===== config.mk =====
export PLATFORM = sky130hd
export DESIGN_NAME = tmc_regs
export DESIGN_NICKNAME = d
export VERILOG_FILES = /design/src/rtl/tmc_pkg.sv /design/src/rtl/tmc_regs.sv
export SDC_FILE = /design/constraint.sdc
export NUM_CORES = 1
export LEC_CHECK = 0
export ABC_AREA = 1
export BUFFER_PORTS_ARGS = -buffer_cell sky130_fd_sc_hd__buf_4
export CORE_UTILIZATION = 30
export CTS_CLUSTER_DIAMETER = 120
export DETAILED_ROUTE_END_ITERATION = 6
export RECOVER_POWER = 100
export SLEW_MARGIN = 20
export SYNTH_ARGS = -nofsm -noshare
export SYNTH_HDL_FRONTEND = slang
export SYNTH_SLANG_ARGS = --single-unit

===== constraint.sdc =====
create_clock -name clock -period 6.8 [get_ports clock]
set_input_delay 1.36 -clock clock [delete_from_list [all_inputs] [get_ports clock]]
set_output_delay 1.36 -clock clock [all_outputs]
set_load 0.05 [all_outputs]

===== src/rtl/tmc_pkg.sv =====
// Constants and types for the transceiver management register bank
package tmc_pkg;
    // Serial bus device address (A2h on the wire)
    localparam logic [6:0] TMC_DEV_ADDR = 7'h51;
    // Byte offsets
    localparam logic [7:0] TMC_OFS_EQ_HI = 8'h28;
    localparam logic [7:0] TMC_OFS_EQ_LO = 8'h29;
    localparam logic [7:0] TMC_OFS_EM_HI = 8'h2A;
    localparam logic [7:0] TMC_OFS_EM_LO = 8'h2B;
    localparam logic [7:0] TMC_OFS_FREE_LO = 8'h2C;
    localparam logic [7:0] TMC_OFS_FREE_HI = 8'h37;
    localparam logic [7:0] TMC_OFS_CHKSUM = 8'h5F;
    localparam logic [7:0] TMC_OFS_SOFT_CTL = 8'h6E;
    localparam logic [7:0] TMC_OFS_WRAP = 8'h6F;
    localparam logic [7:0] TMC_OFS_ALM_PRI = 8'h70;
    localparam logic [7:0] TMC_OFS_ALM_RX = 8'h71;
    localparam logic [7:0] TMC_OFS_WRN_PRI = 8'h74;
    localparam logic [7:0] TMC_OFS_WRN_RX = 8'h75;
    localparam logic [7:0] TMC_OFS_RATE_PWR = 8'h76;
    // Factory values and restore code
    localparam logic [7:0] TMC_RST_EQ_HI = 8'h02;
    localparam logic [7:0] TMC_RST_EQ_LO = 8'h04;
    localparam logic [7:0] TMC_RST_EM_HI = 8'h04;
    localparam logic [7:0] TMC_RST_EM_LO = 8'h02;
    localparam logic [7:0] TMC_RESTORE = 8'hFF;
    // Field positions
    localparam int TMC_BIT_SOFT_RATE = 3;
    localparam int TMC_EQ_W = 3;
    localparam int TMC_EM_W = 4;
    // Synchroniser lanes and their idle levels
    localparam int TMC_SY_SCL = 0;
    localparam int TMC_SY_SDA = 1;
    localparam int TMC_SY_TXR = 2;
    localparam int TMC_SY_RXR = 3;
    localparam logic [3:0] TMC_SY_RST = 4'h3;
    localparam logic [3:0] TMC_BYTE_BITS = 4'h8;
    // Checksum upkeep time
    localparam int TMC_CLK_PERIOD_NS = 5;
    localparam int TMC_CHK_UPDATE_MS = 100;
    localparam int TMC_CHK_UPDATE_CYC = TMC_CHK_UPDATE_MS * 1000000 / TMC_CLK_PERIOD_NS;
    // Wrap mode codes
    typedef enum logic [3:0] {
        TMC_WRAP_NONE = 4'b0000,
        TMC_WRAP_ELECTRICAL_LOOPBACK = 4'b0001,
        TMC_WRAP_ELECTRICAL_LOOPBACK_PASSTHROUGH = 4'b0011,
        TMC_WRAP_OPTICAL_LOOPBACK = 4'b0100,
        TMC_WRAP_OPTICAL_LOOPBACK_PASSTHROUGH = 4'b1100
    } tmc_wrap_e;
    // Serial slave states
    typedef enum logic [2:0] {
        TMC_ST_IDLE = 3'b000,
        TMC_ST_DEVADDR = 3'b001,
        TMC_ST_WORD = 3'b010,
        TMC_ST_WDATA = 3'b011,
        TMC_ST_ACK = 3'b100,
        TMC_ST_RDATA = 3'b101,
        TMC_ST_RDACK = 3'b110
    } tmc_state_e;
    // Data path steering
    typedef struct packed {
        logic opt_rx_to_tx_opt;
        logic opt_rx_to_rx_elec;
        logic elec_tx_to_rx_elec;
        logic elec_tx_to_tx_opt;
    } tmc_route_s;
    // Monitor flags, high flag above low flag
    typedef struct packed {
        logic [7:0] alarm_pri;
        logic [1:0] alarm_rx;
        logic [7:0] warn_pri;
        logic [1:0] warn_rx;
    } tmc_flags_s;
endpackage


===== src/rtl/tmc_regs.sv =====
// Management register bank with two-wire serial slave
//
// Contract
// Wrap code 1100 sends received optical data to optical and electrical outputs.
// Wrap code 0100 sends received optical data to the optical output only.
// Wrap code 0011 sends transmit electrical data to electrical and optical outputs.
// Wrap code 0001 sends transmit electrical data back to the electrical output.
// Code 0000 cancels wraps; undefined codes are ignored, mode kept.
// First alarm byte holds eight high/low alarm flags, bit 7 down.
// Second alarm byte: receive power high bit 7, low bit 6, rest reserved.
// First warning byte mirrors alarm layout for the warning thresholds.
// Second warning byte: receive power high bit 7, low bit 6.
// Soft transmit rate bit 3 of byte 118 ORed with pin gives high rate.
// Power level state bit always reads zero.
// Power level select bit has no effect.
// Equalization uses byte 40 at high transmit rate, byte 41 at low.
// Only low three equalization bits are used; zero means no gain.
// Emphasis uses byte 42 at high receive rate, byte 43 at low.
// Only low four emphasis bits are used; zero means no emphasis.
// Writing FFh or reset restores factory equalization and emphasis values.
// Checksum byte 95 is recomputed within 100 ms of any change.
// Unallocated bytes 44 to 55 read as zero.
// Soft receive rate bit ORed with pin selects high rate and emphasis byte.
// Reserved bits read zero and ignore writes.
module tmc_regs #(
    parameter logic [7:0] CHK_BASE = 8'h00,
    parameter int CHK_UPDATE_CYC = tmc_pkg::TMC_CHK_UPDATE_CYC
) (
    input wire logic clock,
    input wire logic arst_n,
    input wire logic scl,
    input wire logic sda_in,
    output logic sda_out,
    output logic sda_oe,
    input wire logic tx_rate_select,
    input wire logic rx_rate_select,
    input wire tmc_pkg::tmc_flags_s flags,
    output tmc_pkg::tmc_route_s route,
    output logic tx_rate_high,
    output logic rx_rate_high,
    output logic [tmc_pkg::TMC_EQ_W-1:0] input_equalization,
    output logic [tmc_pkg::TMC_EM_W-1:0] rx_emphasis
);
    import tmc_pkg::*;

    logic [3:0] pins;
    logic [3:0] sy1_q, sy2_q, sy3_q, syv_q, syp_q;
    logic scl_rise, scl_fall, bus_start, bus_stop, sda_v, addr_hit, wr_en;
    tmc_state_e st_q, st_d, nxt_q, nxt_d;
    logic [7:0] sh_q, sh_d, ptr_q, ptr_d, rd_data;
    logic [3:0] cnt_q, cnt_d;
    logic mack_q, mack_d;
    logic [7:0] eq_hi_q, eq_lo_q, em_hi_q, em_lo_q, chk_q, chk_sum;
    logic [7:0] eq_hi_d, eq_lo_d, em_hi_d, em_lo_d;
    logic soft_tx_q, soft_rx_q, tx_hi_w, rx_hi_w;
    tmc_wrap_e wrap_q, wrap_d;
    logic wrap_valid;
    tmc_route_s route_q, route_d;
    tmc_flags_s flags_q;
    logic tx_hi_q, rx_hi_q;
    logic [TMC_EQ_W-1:0] eq_q;
    logic [TMC_EM_W-1:0] em_q;
    logic [31:0] pend_q;

    // Pin lanes gathered for the synchronisers
    assign pins = {rx_rate_select, tx_rate_select, sda_in, scl};

    // Three-stage synchronisers; value moves when stages two and three agree
    genvar g;
    for (g = 0; g < 4; g++) begin : g_sync
        always_ff @(posedge clock or negedge arst_n) begin
            if (!arst_n) begin
                sy1_q[g] <= TMC_SY_RST[g];
                sy2_q[g] <= TMC_SY_RST[g];
                sy3_q[g] <= TMC_SY_RST[g];
                syv_q[g] <= TMC_SY_RST[g];
                syp_q[g] <= TMC_SY_RST[g];
            end else begin
                sy1_q[g] <= pins[g];
                sy2_q[g] <= sy1_q[g];
                sy3_q[g] <= sy2_q[g];
                if (sy2_q[g] == sy3_q[g]) begin
                    syv_q[g] <= sy3_q[g];
                end
                syp_q[g] <= syv_q[g];
            end
        end
    end

    // Bus edge and condition detection
    assign sda_v = syv_q[TMC_SY_SDA];
    assign scl_rise = syv_q[TMC_SY_SCL] & ~syp_q[TMC_SY_SCL];
    assign scl_fall = ~syv_q[TMC_SY_SCL] & syp_q[TMC_SY_SCL];
    assign bus_start = syv_q[TMC_SY_SCL] & syp_q[TMC_SY_SCL] & syp_q[TMC_SY_SDA] & ~sda_v;
    assign bus_stop = syv_q[TMC_SY_SCL] & syp_q[TMC_SY_SCL] & ~syp_q[TMC_SY_SDA] & sda_v;
    assign addr_hit = sh_q[7:1] == TMC_DEV_ADDR;

    // Serial slave sequencing
    always_comb begin
        st_d = st_q;
        nxt_d = nxt_q;
        sh_d = sh_q;
        cnt_d = cnt_q;
        ptr_d = ptr_q;
        mack_d = mack_q;
        if (bus_start) begin
            st_d = TMC_ST_DEVADDR;
            cnt_d = 4'h0;
        end else if (bus_stop) begin
            st_d = TMC_ST_IDLE;
        end else begin
            case (st_q)
                TMC_ST_DEVADDR, TMC_ST_WORD, TMC_ST_WDATA: begin
                    if (scl_rise) begin
                        sh_d = {sh_q[6:0], sda_v};
                        cnt_d = cnt_q + 4'h1;
                    end else if (scl_fall && cnt_q == TMC_BYTE_BITS) begin
                        cnt_d = 4'h0;
                        st_d = TMC_ST_ACK;
                        nxt_d = TMC_ST_WDATA;
                        if (st_q == TMC_ST_DEVADDR) begin
                            nxt_d = sh_q[0] ? TMC_ST_RDATA : TMC_ST_WORD;
                            if (!addr_hit) begin
                                st_d = TMC_ST_IDLE;
                            end
                        end else if (st_q == TMC_ST_WORD) begin
                            ptr_d = sh_q;
                        end else begin
                            ptr_d = ptr_q + 8'h01;
                        end
                    end
                end
                TMC_ST_ACK: begin
                    if (scl_fall) begin
                        st_d = nxt_q;
                        if (nxt_q == TMC_ST_RDATA) begin
                            sh_d = rd_data;
                            ptr_d = ptr_q + 8'h01;
                        end
                    end
                end
                TMC_ST_RDATA: begin
                    if (scl_rise) begin
                        cnt_d = cnt_q + 4'h1;
                    end else if (scl_fall) begin
                        if (cnt_q == TMC_BYTE_BITS) begin
                            cnt_d = 4'h0;
                            st_d = TMC_ST_RDACK;
                        end else begin
                            sh_d = {sh_q[6:0], 1'b0};
                        end
                    end
                end
                TMC_ST_RDACK: begin
                    if (scl_rise) begin
                        mack_d = ~sda_v;
                    end else if (scl_fall) begin
                        if (mack_q) begin
                            st_d = TMC_ST_RDATA;
                            sh_d = rd_data;
                            ptr_d = ptr_q + 8'h01;
                        end else begin
                            st_d = TMC_ST_IDLE;
                        end
                    end
                end
                TMC_ST_IDLE: begin
                end
                default: begin
                    st_d = TMC_ST_IDLE;
                end
            endcase
        end
    end

    // Serial slave state registers
    always_ff @(posedge clock or negedge arst_n) begin
        if (!arst_n) begin
            st_q <= TMC_ST_IDLE;
            nxt_q <= TMC_ST_IDLE;
            sh_q <= 8'h00;
            cnt_q <= 4'h0;
            ptr_q <= 8'h00;
            mack_q <= 1'b0;
        end else begin
            st_q <= st_d;
            nxt_q <= nxt_d;
            sh_q <= sh_d;
            cnt_q <= cnt_d;
            ptr_q <= ptr_d;
            mack_q <= mack_d;
        end
    end

    // Open-drain data line: acknowledge or a zero data bit pulls low
    assign sda_out = 1'b0;
    assign sda_oe = (st_q == TMC_ST_ACK) | ((st_q == TMC_ST_RDATA) & ~sh_q[7]);
    assign wr_en = (st_q == TMC_ST_WDATA) & scl_fall & (cnt_q == TMC_BYTE_BITS)
                 & ~bus_start & ~bus_stop;

    // Tuning byte writes; FFh restores the factory value
    assign eq_hi_d = (sh_q == TMC_RESTORE) ? TMC_RST_EQ_HI : sh_q;
    assign eq_lo_d = (sh_q == TMC_RESTORE) ? TMC_RST_EQ_LO : sh_q;
    assign em_hi_d = (sh_q == TMC_RESTORE) ? TMC_RST_EM_HI : sh_q;
    assign em_lo_d = (sh_q == TMC_RESTORE) ? TMC_RST_EM_LO : sh_q;

    // Wrap code acceptance and steering decode
    assign wrap_valid = (sh_q[3:0] == TMC_WRAP_NONE)
                      | (sh_q[3:0] == TMC_WRAP_ELECTRICAL_LOOPBACK)
                      | (sh_q[3:0] == TMC_WRAP_ELECTRICAL_LOOPBACK_PASSTHROUGH)
                      | (sh_q[3:0] == TMC_WRAP_OPTICAL_LOOPBACK)
                      | (sh_q[3:0] == TMC_WRAP_OPTICAL_LOOPBACK_PASSTHROUGH);
    assign wrap_d = (wr_en && ptr_q == TMC_OFS_WRAP && wrap_valid)
                  ? tmc_wrap_e'(sh_q[3:0]) : wrap_q;
    assign route_d.opt_rx_to_tx_opt = (wrap_d == TMC_WRAP_OPTICAL_LOOPBACK_PASSTHROUGH)
                                    | (wrap_d == TMC_WRAP_OPTICAL_LOOPBACK);
    assign route_d.opt_rx_to_rx_elec = (wrap_d == TMC_WRAP_OPTICAL_LOOPBACK_PASSTHROUGH)
                                     | (wrap_d == TMC_WRAP_NONE);
    assign route_d.elec_tx_to_rx_elec = (wrap_d == TMC_WRAP_ELECTRICAL_LOOPBACK_PASSTHROUGH)
                                      | (wrap_d == TMC_WRAP_ELECTRICAL_LOOPBACK);
    assign route_d.elec_tx_to_tx_opt = (wrap_d == TMC_WRAP_ELECTRICAL_LOOPBACK_PASSTHROUGH)
                                     | (wrap_d == TMC_WRAP_NONE);

    // Rate selection: soft bit ORed with the pin
    assign tx_hi_w = soft_tx_q | syv_q[TMC_SY_TXR];
    assign rx_hi_w = soft_rx_q | syv_q[TMC_SY_RXR];
    assign chk_sum = CHK_BASE + eq_hi_q + eq_lo_q + em_hi_q + em_lo_q;

    // Control and status registers
    always_ff @(posedge clock or negedge arst_n) begin
        if (!arst_n) begin
            eq_hi_q <= TMC_RST_EQ_HI;
            eq_lo_q <= TMC_RST_EQ_LO;
            em_hi_q <= TMC_RST_EM_HI;
            em_lo_q <= TMC_RST_EM_LO;
            wrap_q <= TMC_WRAP_NONE;
            route_q <= 4'b0101;
            soft_tx_q <= 1'b0;
            soft_rx_q <= 1'b0;
            flags_q <= '0;
            chk_q <= 8'h00;
        end else begin
            if (wr_en && ptr_q == TMC_OFS_EQ_HI) eq_hi_q <= eq_hi_d;
            if (wr_en && ptr_q == TMC_OFS_EQ_LO) eq_lo_q <= eq_lo_d;
            if (wr_en && ptr_q == TMC_OFS_EM_HI) em_hi_q <= em_hi_d;
            if (wr_en && ptr_q == TMC_OFS_EM_LO) em_lo_q <= em_lo_d;
            if (wr_en && ptr_q == TMC_OFS_RATE_PWR) soft_tx_q <= sh_q[TMC_BIT_SOFT_RATE];
            if (wr_en && ptr_q == TMC_OFS_SOFT_CTL) soft_rx_q <= sh_q[TMC_BIT_SOFT_RATE];
            wrap_q <= wrap_d;
            route_q <= route_d;
            flags_q <= flags;
            chk_q <= chk_sum;
        end
    end

    // Rate and tuning outputs
    always_ff @(posedge clock or negedge arst_n) begin
        if (!arst_n) begin
            tx_hi_q <= 1'b0;
            rx_hi_q <= 1'b0;
            eq_q <= '0;
            em_q <= '0;
        end else begin
            tx_hi_q <= tx_hi_w;
            rx_hi_q <= rx_hi_w;
            eq_q <= tx_hi_w ? eq_hi_q[TMC_EQ_W-1:0] : eq_lo_q[TMC_EQ_W-1:0];
            em_q <= rx_hi_w ? em_hi_q[TMC_EM_W-1:0] : em_lo_q[TMC_EM_W-1:0];
        end
    end

    assign route = route_q;
    assign tx_rate_high = tx_hi_q;
    assign rx_rate_high = rx_hi_q;
    assign input_equalization = eq_q;
    assign rx_emphasis = em_q;

    // Read selection; unmapped and unallocated bytes read zero
    assign rd_data = (ptr_q == TMC_OFS_EQ_HI) ? eq_hi_q :
                     (ptr_q == TMC_OFS_EQ_LO) ? eq_lo_q :
                     (ptr_q == TMC_OFS_EM_HI) ? em_hi_q :
                     (ptr_q == TMC_OFS_EM_LO) ? em_lo_q :
                     (ptr_q == TMC_OFS_CHKSUM) ? chk_q :
                     (ptr_q == TMC_OFS_SOFT_CTL) ?
                         {2'b00, syv_q[TMC_SY_TXR], syv_q[TMC_SY_RXR], soft_rx_q, 3'b000} :
                     (ptr_q == TMC_OFS_WRAP) ? {4'h0, wrap_q} :
                     (ptr_q == TMC_OFS_ALM_PRI) ? flags_q.alarm_pri :
                     (ptr_q == TMC_OFS_ALM_RX) ? {flags_q.alarm_rx, 6'h00} :
                     (ptr_q == TMC_OFS_WRN_PRI) ? flags_q.warn_pri :
                     (ptr_q == TMC_OFS_WRN_RX) ? {flags_q.warn_rx, 6'h00} :
                     (ptr_q == TMC_OFS_RATE_PWR) ? {4'h0, soft_tx_q, 3'b000} :
                     8'h00;

    // Cycles the stored checksum has lagged the tuning bytes
    always_ff @(posedge clock or negedge arst_n) begin
        if (!arst_n) begin
            pend_q <= 32'h0000_0000;
        end else begin
            pend_q <= (chk_q != chk_sum) ? pend_q + 32'h0000_0001 : 32'h0000_0000;
        end
    end
endmodule


### Yosys cells after proc, flatten, opt, wreduce, memory -nomap -nowiden

Index checks and enable logic that the tools add are counted.

* flip-flop bits (word level): 124
* input bits: 26
* output and inout bits: 15
* word-level logic and storage cells: 222

* $add $sub $neg: 5
* equality and inequality tests: 59
* mux-type cells: 61
* bitwise logic cells: 31
* reduce and logical (&&, ||, !) cells: 22

Operators with widths (count)
* $mux W8: 31
* $eq A8 B7 Y1 const B: 8
* $mux W3: 16
* $mux W4: 10
* $ne A4 B4 Y1 const B: 9
* $eq A8 B6 Y1 const B: 4
* $pmux W8 S4: 1
* $ne A2 B2 Y1 const B: 13
* $add A8 B8 Y8: 3
* $pmux W8 S3: 1
* $pmux W3 S5: 1
* $and A1 B1 Y1: 12
* $eq A3 B3 Y1 const B: 4
* $eq A4 B4 Y1 const B: 3
* $reduce_and A12 Y1: 1
* $or A1 B1 Y1: 11
* $reduce_and A11 Y1: 1
* $reduce_and A5 Y1: 2
* $logic_and A1 B1 Y1: 9
* $reduce_and A9 Y1: 1
* $add A8 B1 Y8 const B: 1
* $eq A4 B1 Y1 const B: 2
* $eq A4 B2 Y1 const B: 2
* $eq A4 B3 Y1 const B: 2
* 16 further kinds: 30

### Logic depth before layout (Yosys ltp)

* depth in word-level cells: 17
* mapped depth: 15
* mapped depth without buffers: 15

### Worst setup path after synthesis

No wires, ideal clock.

* kind: reg2out
* from: register st_q[2]
* to: output sda_oe
* data arrival time: 1921 ps
* required time: 5440 ps
* slack: 3519 ps
* cell stages (with the launch flop): 6
* buffers on the path: 1
* cell sequence: dfrtp_1 buf_2 nand2_1 nor2_1 inv_1 o21ai_0

* longest elaborated chain between the ends: 3
* elaborated cells on any way between the ends: 4
* classes of those cells: eq/ne (2); bitwise (2)

Ends and longest elaborated chain
* start, declared: line tmc_regs.sv:49 `tmc_state_e st_q, st_d, nxt_q, nxt_d;`
* start signal, assigned: line tmc_regs.sv:186 `st_q <= st_d;`
* $eq A3 B3 Y1: line tmc_regs.sv:197 `assign sda_oe = (st_q == TMC_ST_ACK) | ((st_q == TMC_ST_RDATA) & ~sh_q[7]);`
* $and A1 B1 Y1: line tmc_regs.sv:197
* $or A1 B1 Y1 *: line tmc_regs.sv:197
* end, declared: line tmc_regs.sv:34 `output logic sda_oe,`

Every way passes the cells marked *; elsewhere a longest branch is shown, timed or not.

### Final worst setup path

* from: register syv_q[1], in the netlist sda_v
* to: register eq_hi_q[4]

* longest elaborated chain between the ends: 6
* elaborated cells on any way between the ends: 8
* classes of those cells: bitwise (7); reduce/logical (1)

Ends and longest elaborated chain
* start, declared: line tmc_regs.sv:47 `logic [3:0] sy1_q, sy2_q, sy3_q, syv_q, syp_q;`
* start signal, assigned by index: line tmc_regs.sv:76 `syv_q[g] <= TMC_SY_RST[g];`
* start signal, assigned by index: line tmc_regs.sv:83 `syv_q[g] <= sy3_q[g];`
* $not A1 Y1: line tmc_regs.sv:94 `assign bus_start = syv_q[TMC_SY_SCL] & syp_q[TMC_SY_SCL] & syp_q[TMC_SY_SDA] & ~sda_v;`
* $and A1 B1 Y1: line tmc_regs.sv:94
* $not A1 Y1 (no line)
* $and A1 B1 Y1: line tmc_regs.sv:199 `& ~bus_start & ~bus_stop;`
* $and A1 B1 Y1 *: line tmc_regs.sv:199
* $logic_and A1 B1 Y1 *: line tmc_regs.sv:243 `if (wr_en && ptr_q == TMC_OFS_EQ_HI) eq_hi_q <= eq_hi_d;`
* end signal, assigned: line tmc_regs.sv:243
* end, declared: line tmc_regs.sv:53 `logic [7:0] eq_hi_q, eq_lo_q, em_hi_q, em_lo_q, chk_q, chk_sum;`

Marked as above.
A chain may end at the register's enable or synchronous reset.

==> flow_summary.toml <==
[layout]
multi_input_area_um2 = 2670
final.fill_count = 2119
drive_above_1_share = 0.0943
diodes = 0
layout_commonest_cell = "nand2_1"
nNetsFinal = 849
layout_common_cells = "nand2_1 (188), inv_1 (108), dfrtp_1 (108)"
ff_latch_area_um2 = 3120
syn2layout_area_growth_pct = 17.8

[global_routing]
grt_start_max_net_pins = 72
grt_pass1_wl_mm = 24.7
antenna_found_initial = 0
first_global_vias = 4713
grt_overflow = 0
grt_use_total = 0.149

[die]
die_area_um2 = 21600
pin_count = 41
coreArea_um2 = 20400
die_x_um = 147
die_y_um = 147
initial_utilization = 0.308
rows = 52

[logic_synthesis]
synth_seq_cells = 124
synth-main-ff-cell = "dfrtp_1"
synth_top_area_cell = "dfrtp_1"
synth.distinct_cells = 38
syn_avg_cell_area_um2 = 8.45
ys_async_sr_fraction = 1.00
synth_area_leaders = "dfrtp_1 (43%), nand2_1 (11%), o21ai_0 (7.5%)"
synth-edff-count = 0
synth_nets = 802
synth.yosys.seq_area_share = 0.496
synthesis.area_um2 = 6300
syn_inst = 746
netlist.area_leader.share = 0.429
yosys_warnings = 0

[min_path]
min-delay-start = "sy1_q[2]"
hold_path.class = "reg -> reg"

[routing]
drt_first_pass_iters = 5
vias = 4992
drt-total-wl_mm = 15.2
wl_per_cell_um = 14.1
ant_nets = 0
avgViaCountPerCell = 4.64
drtIter0Drc = 421
drc = 0

[placement]
io_buffers = 39
place_hpwl_mm = 10.6
globalplace.congestion = 0.847

[clock_tree]
insertion_delay_ps = 430
ctsResizeCount = 0
cts_max_path_buffers = 2
holdBufCountCts = 0
clkTransAtPathRegs_ps = 60
cts_tree = "built"
cts_sinks = 124
cts_setup_buffers = 0
cts-root-buf = "clkbuf_16"
cts_made_buffers = 17
htreeDepth = 4

[flow_run]
maxCapViolCount = 1

[worst_setup_path]
r2r_setup_slack_ps = 2820
criticalPathCategory = "reg -> reg"
r2r-start = "sda_v"
cp-startpoint = "sda_v"
critPathRequiredTime_ps = 7110
crit_arrival_ps = 4290
critPathMaxFanout = 16
cp-end-kind = "flop"
worstSetupStartpointType = "flop"

[power]
total_power_mw = 2.45
ir_drop_uv = 160
power_density_nw_per_um2 = 329
leakage_nw = 3.58

[sta]
rsz0062_at_grt = "no"
setup_viol = 0
period_share = 0.585
worstMarginPinSlew_ps = 1810
hold_violations = 0
clock.fmax_ghz = 0.251
drv_slew = 8
fin_skew_ps = 5.09
final.min_clock_period_ps = 3980
relSlewSlack = -0.216
tns_ps = 0

[status]
outcome = "complete, but fails checks"
violations = "max-capacitance violations, max-slew violations"
routing by layer:
metal / wire, µm / vias to the layer above / GRT usage
met5: 0 / - / 0
met4: 213 / 0 / 0.0546
met3: 906 / 18 / 0.0453
met2: 6980 / 149 / 0.231
met1: 7070 / 2339 / 0.196
li1: - / 2486 / -
through the flow:
| step | utilization | hold slack, ps | worst slack [ps] | cells | instance area (µm²) |
|---|---|---|---|---|---|
| 2_1_floorplan | - | 331 | 3520 | 746 | 6300 |
| 3_3_place_gp | 0.337 | 334 | 3890 | 1044 | 6880 |
| 3_5_place_dp | 0.337 | 336 | 3900 | 1044 | 6880 |
| 4_1_cts | 0.368 | 349 | 3610 | 1076 | 7520 |
| 5_1_grt | 0.363 | 352 | 2590 | 1076 | 7430 |
| 6_report | 0.363 | 348 | 2820 | 1076 | 7430 |
state kept, by name (all words and copies together) (netlist names), 2 cells and up:
signal,cells
nxt_q,3
ptr_q,8
sy2_q,4
wrap_q,4
rx_emphasis,4
route,4
flags_q,20
sh_q,8
input_equalization,3
eq_hi_q,8
em_lo_q,8
cnt_q,4
st_q,3
sy3_q,4
syv_q,3
chk_q,8
sy1_q,4
em_hi_q,8
eq_lo_q,8
syp_q,2
Yosys cell counts (all sizes together) (8+ instances only):
master / instances
a21oi: 29
buf: 8
dfrtp: 108
dfstp: 16
fa: 14
ha: 16
inv: 109
nand2: 190
nand3: 36
nand4: 13
nor2: 58
nor3: 10
o21ai: 99
xor2: 9
final cells by class:
class	count	share of cell area
multi-input cells	501	0.360
repair buffers	40	0.0329
well taps	270	0.0455
inverters	109	0.0551
clock buffers	19	0.0610
flip-flops and latches	124	0.421
clock inverters	13	0.0254
cell families (layout without fill, tap and decap cells):
logic type / after synthesis / after routing / share of synthesized area
buffers and inverters: 121 / 181 / 0.0744
adders and majority gates: 34 / 34 / 0.0826
and+or+nand+nor: 315 / 315 / 0.214
other: 1 / 1 / 0.000595
AOI/OAI and AO/OA: 138 / 138 / 0.115
xor gates and xnor gates: 13 / 13 / 0.0181
DFF: 124 / 124 / 0.496
critical path, stage by stage (launching register included):
cell	delay [ps]
dfstp_1	660
nor2_1	80
nand2_1	210
nand2_1	190
nor4_1	1390
nand2_1	880
o21ai_0	450
final timing paths:
kind / endpoint / depth (start not counted)
worst max-delay path: eq_hi_q[4] / 6
worst min-delay path: sy2_q[2] / 0
worst max register to register: eq_hi_q[4] / 6
worst min register to register: sy2_q[2] / 0
max in group asynchronous: nxt_q[0] / 2
min in group asynchronous: soft_rx_q / 1
power by group:
part / switching [mW] / total [mW] / internal (mW)
Sequential: 0.0874 / 0.903 / 0.816
Combinational: 0.402 / 0.565 / 0.163
Clock: 0.343 / 0.977 / 0.634
(Power assumes the default switching activity.)
